File: config.mk
export PLATFORM = sky130hd
export DESIGN_NAME = bus_hold_ctrl
export DESIGN_NICKNAME = d
export VERILOG_FILES = /design/src/logic/bus_hold_pkg.sv /design/src/logic/bus_hold_ctrl.sv
export SDC_FILE = /design/constraint.sdc
export NUM_CORES = 1
export LEC_CHECK = 0
export ABC_AREA = 1
export BUFFER_PORTS_ARGS = -buffer_cell sky130_fd_sc_hd__clkbuf_2
export CAP_MARGIN = 0
export CELL_PAD_IN_SITES_DETAIL_PLACEMENT = 0
export CELL_PAD_IN_SITES_GLOBAL_PLACEMENT = 1
export CORE_MARGIN = 5
export CORE_UTILIZATION = 43
export CTS_CLUSTER_SIZE = 30
export DETAILED_ROUTE_END_ITERATION = 10
export PLACE_DENSITY = 0.92
export SYNTH_ARGS = -nofsm -noshare
export SYNTH_HDL_FRONTEND = slang
export SYNTH_SLANG_ARGS = --single-unit
File: constraint.sdc
create_clock -name ref_clk_in -period 4.54 [get_ports ref_clk_in]
set_clock_uncertainty 0.1 [all_clocks]
set_input_delay 0.454 -clock ref_clk_in [delete_from_list [all_inputs] [get_ports ref_clk_in]]
set_output_delay 0.454 -clock ref_clk_in [all_outputs]
set_load 0.02 [all_outputs]
File: src/logic/bus_hold_pkg.sv
package bus_hold_pkg;

   localparam int unsigned ADDR_W = 24;
   localparam int unsigned DATA_W = 32;
   localparam int unsigned WAIT_W = 3;

   // reset value of the software wait-state count
   localparam logic [2:0] WAIT_RESET = 3'h7;
   // cycles allowed from reset release to grant while request held
   localparam int unsigned RESET_GRANT_CYCLES = 9;
   localparam logic [3:0] RESET_GRANT_MAX = 4'h9;

   typedef enum {
      ST_RUN,
      ST_ACCESS,
      ST_HOLD
   } hold_state_t;

   // bus cycle request from the core side
   typedef struct packed {
      logic              valid;
      logic              write;
      logic [ADDR_W-1:0] addr;
      logic [DATA_W-1:0] wdata;
   } bus_req_t;

   // external bus pins as driven by the device
   typedef struct packed {
      logic              oe;
      logic              strobe_n;
      logic              rw;
      logic [ADDR_W-1:0] addr;
      logic [DATA_W-1:0] data;
   } bus_pins_t;

   typedef struct packed {
      logic              req_meta;
      logic              req_sync_n;
      logic              req_prev_n;
      hold_state_t       state;
      logic [WAIT_W-1:0] wait_cnt;
      logic              pend_valid;
      bus_req_t          pend;
      bus_req_t          cur;
      logic              grant_n;
      logic              release_wait;
      logic              stall;
      logic              done;
      bus_pins_t         pins;
   } hold_regs_t;

endpackage

File: src/logic/bus_hold_ctrl.sv
// Operation
// request is double-synchronised; a missed setup costs one more cycle
// hold_disable overrides the bus request
// setting hold_disable leaves hold and blocks new holds
// no primary bus access while the request is honoured
// core keeps running in hold; stalls only on a bus access
// one write may pend during hold; a second write stalls
// request sampled once per cycle, checked before the bus cycle ends
// master holds request at least wait_state_count plus 3 cycles
// master keeps request until grant has been low one cycle
// grant low on request; released one cycle after request rises
// request honoured from reset; grant within nine cycles
// reset loads wait_state_count with seven
// bus outputs released while the grant is asserted
`timescale 1ns/1ps
`default_nettype none
module bus_hold_ctrl (
   input  wire logic                  ref_clk_in,
   input  wire logic                  rstn_in,
   input  wire logic                  bus_req_n_in,
   input  wire logic                  hold_disable_in,
   input  wire logic                  wait_load_in,
   input  wire logic [2:0]            wait_value_in,
   input  wire bus_hold_pkg::bus_req_t core_req_in,
   output logic                       core_stall_out,
   output logic                       core_done_out,
   output logic                       bus_grant_n_out,
   output logic [2:0]                 wait_state_count_out,
   output bus_hold_pkg::bus_pins_t    bus_pins_out
);

   bus_hold_pkg::hold_regs_t r_r;
   bus_hold_pkg::hold_regs_t r_nxt;
   logic                     req_on;
   logic                     accept;

   always_comb begin
      r_nxt = r_r;
      r_nxt.done = 1'b0;
      // two-stage synchroniser
      r_nxt.req_meta   = bus_req_n_in;
      r_nxt.req_sync_n = r_r.req_meta;
      r_nxt.req_prev_n = r_r.req_sync_n;
      // disable overrides request
      req_on = !r_r.req_sync_n && !hold_disable_in;
      if (wait_load_in) begin
         r_nxt.wait_cnt = wait_value_in;
      end
      accept = 1'b0;
      case (r_r.state)
         bus_hold_pkg::ST_RUN: begin
            // request blocks new accesses
            if (req_on) begin
               r_nxt.state   = bus_hold_pkg::ST_HOLD;
               r_nxt.grant_n = 1'b0;
            end else if (r_r.pend_valid) begin
               r_nxt.cur        = r_r.pend;
               r_nxt.pend_valid = 1'b0;
               r_nxt.state      = bus_hold_pkg::ST_ACCESS;
            // a request answered last cycle is still up for one edge; do not take it twice
            end else if (core_req_in.valid && !r_r.done) begin
               accept      = 1'b1;
               r_nxt.cur   = core_req_in;
               r_nxt.state = bus_hold_pkg::ST_ACCESS;
            end
         end
         bus_hold_pkg::ST_ACCESS: begin
            // request seen before the cycle ends takes effect after it
            r_nxt.state = bus_hold_pkg::ST_RUN;
            if (!r_r.cur.write) begin
               r_nxt.done = !r_r.pend_valid;
            end
         end
         bus_hold_pkg::ST_HOLD: begin
            // disable ends hold at once
            if (hold_disable_in) begin
               r_nxt.state   = bus_hold_pkg::ST_RUN;
               r_nxt.grant_n = 1'b1;
               r_nxt.release_wait = 1'b0;
            // release one cycle after request rises
            end else if (r_r.req_sync_n) begin
               if (r_r.release_wait) begin
                  r_nxt.state        = bus_hold_pkg::ST_RUN;
                  r_nxt.grant_n      = 1'b1;
                  r_nxt.release_wait = 1'b0;
               end else begin
                  r_nxt.release_wait = 1'b1;
               end
            end else begin
               r_nxt.release_wait = 1'b0;
            end
            // first write pends, core continues
            if (core_req_in.valid && core_req_in.write && !r_r.pend_valid) begin
               accept           = 1'b1;
               r_nxt.pend       = core_req_in;
               r_nxt.pend_valid = 1'b1;
            end
         end
         default: begin
            r_nxt.state = bus_hold_pkg::ST_RUN;
         end
      endcase
      if (accept && core_req_in.write) begin
         r_nxt.done = 1'b1;
      end
      // stall only when a bus access cannot be taken
      r_nxt.stall = core_req_in.valid && !accept && !r_nxt.done && !r_r.done;
      // pins released while granted
      r_nxt.pins.oe       = (r_nxt.state == bus_hold_pkg::ST_ACCESS);
      r_nxt.pins.strobe_n = !(r_nxt.state == bus_hold_pkg::ST_ACCESS);
      r_nxt.pins.rw       = !r_nxt.cur.write;
      r_nxt.pins.addr     = r_nxt.cur.addr;
      r_nxt.pins.data     = r_nxt.cur.wdata;
   end

   always_ff @(posedge ref_clk_in) begin
      if (!rstn_in) begin
         r_r <= '0;
         r_r.req_meta   <= 1'b1;
         r_r.req_sync_n <= 1'b1;
         r_r.req_prev_n <= 1'b1;
         r_r.state      <= bus_hold_pkg::ST_RUN;
         // seven wait states at reset
         r_r.wait_cnt   <= bus_hold_pkg::WAIT_RESET;
         r_r.grant_n    <= 1'b1;
         r_r.pins.strobe_n <= 1'b1;
         r_r.pins.rw    <= 1'b1;
      end else begin
         // synchroniser is held in reset; a request held through reset is granted on the third edge after release
         r_r <= r_nxt;
      end
   end

   assign core_stall_out       = r_r.stall;
   assign core_done_out        = r_r.done;
   assign bus_grant_n_out      = r_r.grant_n;
   assign wait_state_count_out = r_r.wait_cnt;
   assign bus_pins_out         = r_r.pins;

endmodule
`default_nettype wire

Yosys cells after proc, flatten, opt, wreduce, memory -nomap -nowiden
Cells that the tools add are included.
Word-level totals
  register bits after elaboration: 160
  bits of input ports: 66
  output and inout bits: 65
  word-level logic and storage cells: 80
Operators by class
  equal/unequal tests: 8
  muxes and demuxes: 29
  bitwise operators: 1
  reduce and logical (&&, ||, !) cells: 23
Operators with widths (count)
  57-bit two-way mux: 4
  32-bit two-way mux: 6
  32-bit by 2-bit == test with 1-bit output, second input constant: 2
  32-bit case mux with 2 select lines: 1
  59-bit two-way mux: 1
  32-bit by 1-bit == test with 1-bit output, second input constant: 1
  32-bit logical NOT: 1
  1-bit two-way mux: 13
  1-bit logical AND: 8
  1-bit logical NOT: 8
  2-bit != test, second input constant: 3
  3-bit != test, second input constant: 2
  1-bit case mux with 2 select lines: 3
  3-bit AND reduction: 2
  4-bit AND reduction: 1
  2-bit nonzero test: 2
  2-bit two-way mux: 1
  2-bit AND reduction: 1
  1-bit NOT: 1

Logic depth before layout (Yosys ltp)
  word-level depth: 11
  depth in mapped cells: 13
  gate-level depth less buffers: 11

Least setup slack after synthesis
Ideal clock, no wire load.
  kind: in2reg
  start: in core_req_in[57] (netlist bit)
  end: reg r_r, in the netlist bus_pins_out[49]
  setup time: 0.064 ns
  arrival: 1.481 ns
  path slack: 2.895 ns
  cell stages on the path: 10
  path buffers: 2
  cells stage by stage: inv_1 nor2_2 inv_1 nor2_1 buf_2 buf_2 a22oi_1 nand2_1 nand2_1 nor2_1
Between the ends
  longest elaborated chain between the ends: 3
RTL lines
  start: declaration: line bus_hold_ctrl.sv:24  | input wire bus_hold_pkg::bus_req_t core_req_in,
  1-bit logical AND: line bus_hold_ctrl.sv:61  | end else if (core_req_in.valid && !r_r.done) begin
  2-bit nonzero test (no source line)
  3-bit AND reduction (no source line)
  end signal: assignment: line bus_hold_ctrl.sv:130  | r_r <= r_nxt;
  end: declaration: line bus_hold_ctrl.sv:32  | bus_hold_pkg::hold_regs_t r_r;
Every way passes these cells.
A chain may end at the register's enable or synchronous reset.

Worst setup path after layout
  start: reg r_r[211] (netlist bit)
  end: reg r_r, in the netlist bus_pins_out[13]
Between the ends
  longest elaborated chain between the ends: 2
RTL lines
  32-bit logical NOT: line bus_hold_ctrl.sv:50  | case (r_r.state)
  3-bit AND reduction (no source line)
Every way passes these cells.

==> summary.json <==
{
  "detail_route.drc_violations": 0,
  "netlist.area_leader.share_pct": 45.8,
  "peakVddDrop_mv": 0.251,
  "number_of_violations_reported_at_the_end_of_detailed_routing_iteration_0": 409,
  "rows": 46,
  "critPathTopFamily": "simple AND/OR/NAND/NOR gates",
  "globalRouteTotalUtil_pct": 16.9,
  "path_max_fanout": 31,
  "synthDominantAreaCellType": "dfxtp_1",
  "finalSetupViolCount": 0,
  "finish.net_count": 1094,
  "synthesis.instances": 960,
  "worst_hold_check_path_type": "primary input to flop",
  "reg2reg_depth": 11,
  "post-synth-top-count-cell": "nand2_1",
  "grt_pass1_vias": 5186,
  "place_congestion": 0.789,
  "drt_pass1_iterations": 6,
  "vias_per_cell": 4.56,
  "cts_num_sinks": 159,
  "dr_total_vias": 5723,
  "min_period_over_period_pct": 55.0,
  "wl_per_cell_um": 12.4,
  "layout-area-overhead-vs-synth_pct": 13.3,
  "crit-reg2reg-launch": "r_r[211]",
  "floorplan.initialDensity_pct": 43.8,
  "post-route-worst-setup-slack_ns": 2.04,
  "worstSkewPairLatency_ns": 0.41,
  "report.final.slew_viol_count": 0,
  "totalWireLength_um": 15500,
  "dominantRegCellSynth": "dfxtp_1",
  "number_of_antenna_cells_inserted": 0,
  "async_reset_ff_share_pct": 0,
  "worst_slew_margin_rel_pct": 22.5,
  "worst_path_largest_cell_delay_ns": 0.68,
  "cp_cell_sequence": "nor2_1, nand2_1, nor2_1, nand2_2, nor2_4, nand2_2, a21oi_4, buf_4, nand2_1, nand2_1, nor2_1",
  "dieArea_um2": 18800,
  "globalRouteOverflowTotal": 0,
  "dieWidth_um": 137,
  "setup_tns_ns": 0,
  "cts-resized-gates": 0,
  "chipHeight_um": 137,
  "grt_first_pass_wirelength_um": 25000,
  "detail_placement_hpwl_um": 9830,
  "grt_start_max_net_pins": 65,
  "cts_hold_buffers": 0,
  "finalWorstPathRequiredPeriod_ns": 2.50,
  "detail-route-antenna-nets": 0,
  "whs_endpoint": "wait_state_count_out[2]",
  "cts_tree": "done",
  "yosysWarnings": 0,
  "ys_top_cells_by_area": "dfxtp_1, nand2_1, inv_1",
  "synth.avg_cell_area_um2": 7.24,
  "critical_path.slowest_cell": "a21oi_4",
  "antenna_found_initial": 0,
  "cts-buffers-inserted": 17,
  "grt_setup_unrepaired": "false",
  "r2r-end": "bus_pins_out[13]",
  "clock_path_buffers": 2,
  "yosys.cell_types.count": 27,
  "clk_pin_slew_worst_paths_ns": 0.06,
  "crit_arrival_ns": 2.71,
  "max_freq_mhz": 401,
  "static-leakage-power_nw": 3.52,
  "maxCapViolCount": 0,
  "crit_path_end_kind": "flop",
  "final_layout_size_suffix_gt1_share_pct": 18.7,
  "crit_type": "flop to flop",
  "filler_cells_inserted": 1649,
  "synthesis.area_um2": 6950,
  "synth.ff_latch_count": 159,
  "run_status": "complete, no violations",
  "p_per_area_nw_per_um2": 367,
  "critPathRequiredTime_ns": 4.75,
  "synth_edf_count": 0,
  "cts.htree.levels": 4,
  "port_buffers": 130,
  "cts_root_buf": "clkbuf_16",
  "reg2reg_slack_ns": 2.04,
  "core_area_um2": 15900,
  "hold_viol": 0,
  "post-place-ws_ns": 2.01,
  "io_pins": 131,
  "startpoint_type": "flop",
  "cp_num_buf_inv": 1,
  "max_slew.worst_pin.slew_ns": 1.16,
  "cts.repair_timing.setup_buffer_count": 0,
  "whs_path_depth": 3,
  "hp-start": "wait_value_in[2]",
  "synth-seq-area-share_pct": 45.8,
  "synthTopCellsByCount": "nand2_1, dfxtp_1, inv_1"
}
[cells by family after synthesis]
group / synth area share (%)
compound gates: 11.1
buf+inv: 18.0
flops: 45.8
other cells: 0.0539
simple gates: 25.0
[worst min-delay path, cell delays in order]
cell and delay (ns):
clkbuf_2 0.07, nand2_1 0.04, nand3_1 0.06
[registers in the layout, summed over array words and instances (netlist names)]
| register | cells |
|---|---|
| wait_state_count_out | 3 |
| core_done_out | 1 |
| bus_grant_n_out | 1 |
| r_nxt | 2 |
| core_stall_out | 1 |
| r_r | 92 |
| bus_pins_out | 59 |
[worst max path at each step]
stage,from,endpoint,cells after the start
after global placement,rstn_in,r_nxt[215],4
after detailed placement,r_r[195],bus_pins_out[13],11
after global routing,r_r[214],bus_pins_out[7],11
after floorplan,core_req_in[57],bus_pins_out[49],10
after CTS,r_r[207],bus_pins_out[13],11
final,r_r[211],bus_pins_out[13],11
[power breakdown]
group,internal [mW],switching (mW),leakage [nW]
combinational,0.0461,0.0840,1.96
clock,0.815,0.526,0.271
sequential,1.41,0.00582,1.29
[through the flow]
stage / util, % / instance area (um^2) / instances / power, mW / hold slack, ns
6_report: 49.6 / 7880 / 1255 / 2.89 / 0.145
2_1_floorplan: - / 7060 / 989 / 1.52 / 0.293
4_1_cts: 49.6 / 7880 / 1255 / 2.92 / 0.131
3_3_place_gp: 46.2 / 7330 / 1225 / 1.58 / 0.314
3_5_place_dp: 46.2 / 7330 / 1225 / 1.58 / 0.327
5_1_grt: 49.6 / 7880 / 1255 / 3.01 / 0.147
[cell usage in the layout (no fill, tap or decap), drive strengths merged]
cell type  instances
a21oi             64
a22oi             56
buf                8
bufinv             2
clkbuf           153
clkinv             6
conb              30
dfxtp            159
inv              134
nand2            258
nand3             67
nand4              2
nor2              90
nor3               1
nor4               2
o21ai              4
o22ai              1
or2                2
[per-layer routing]
metal / part of all wire, % / up-vias / track usage [%]
met3: 6.4 / 26 / 4.49
met1: 44 / 2521 / 20.8
met4: 2.3 / 0 / 6.93
met5: 0 / - / 0
met2: 47 / 161 / 27.8
li1: - / 3015 / -
[area by class of cell]
type / instances / area [um^2] / share of cell area (%)
Multi-Input combinational cell: 577 / 2660 / 33.7
Tap cell: 216 / 270 / 3.43
Clock inverter: 7 / 88.8 / 1.13
Sequential cell: 159 / 3180 / 40.4
Timing Repair Buffer: 138 / 711 / 9.02
Clock buffer: 23 / 458 / 5.81
Inverter: 135 / 508 / 6.45
(Power assumes the default switching activity.)
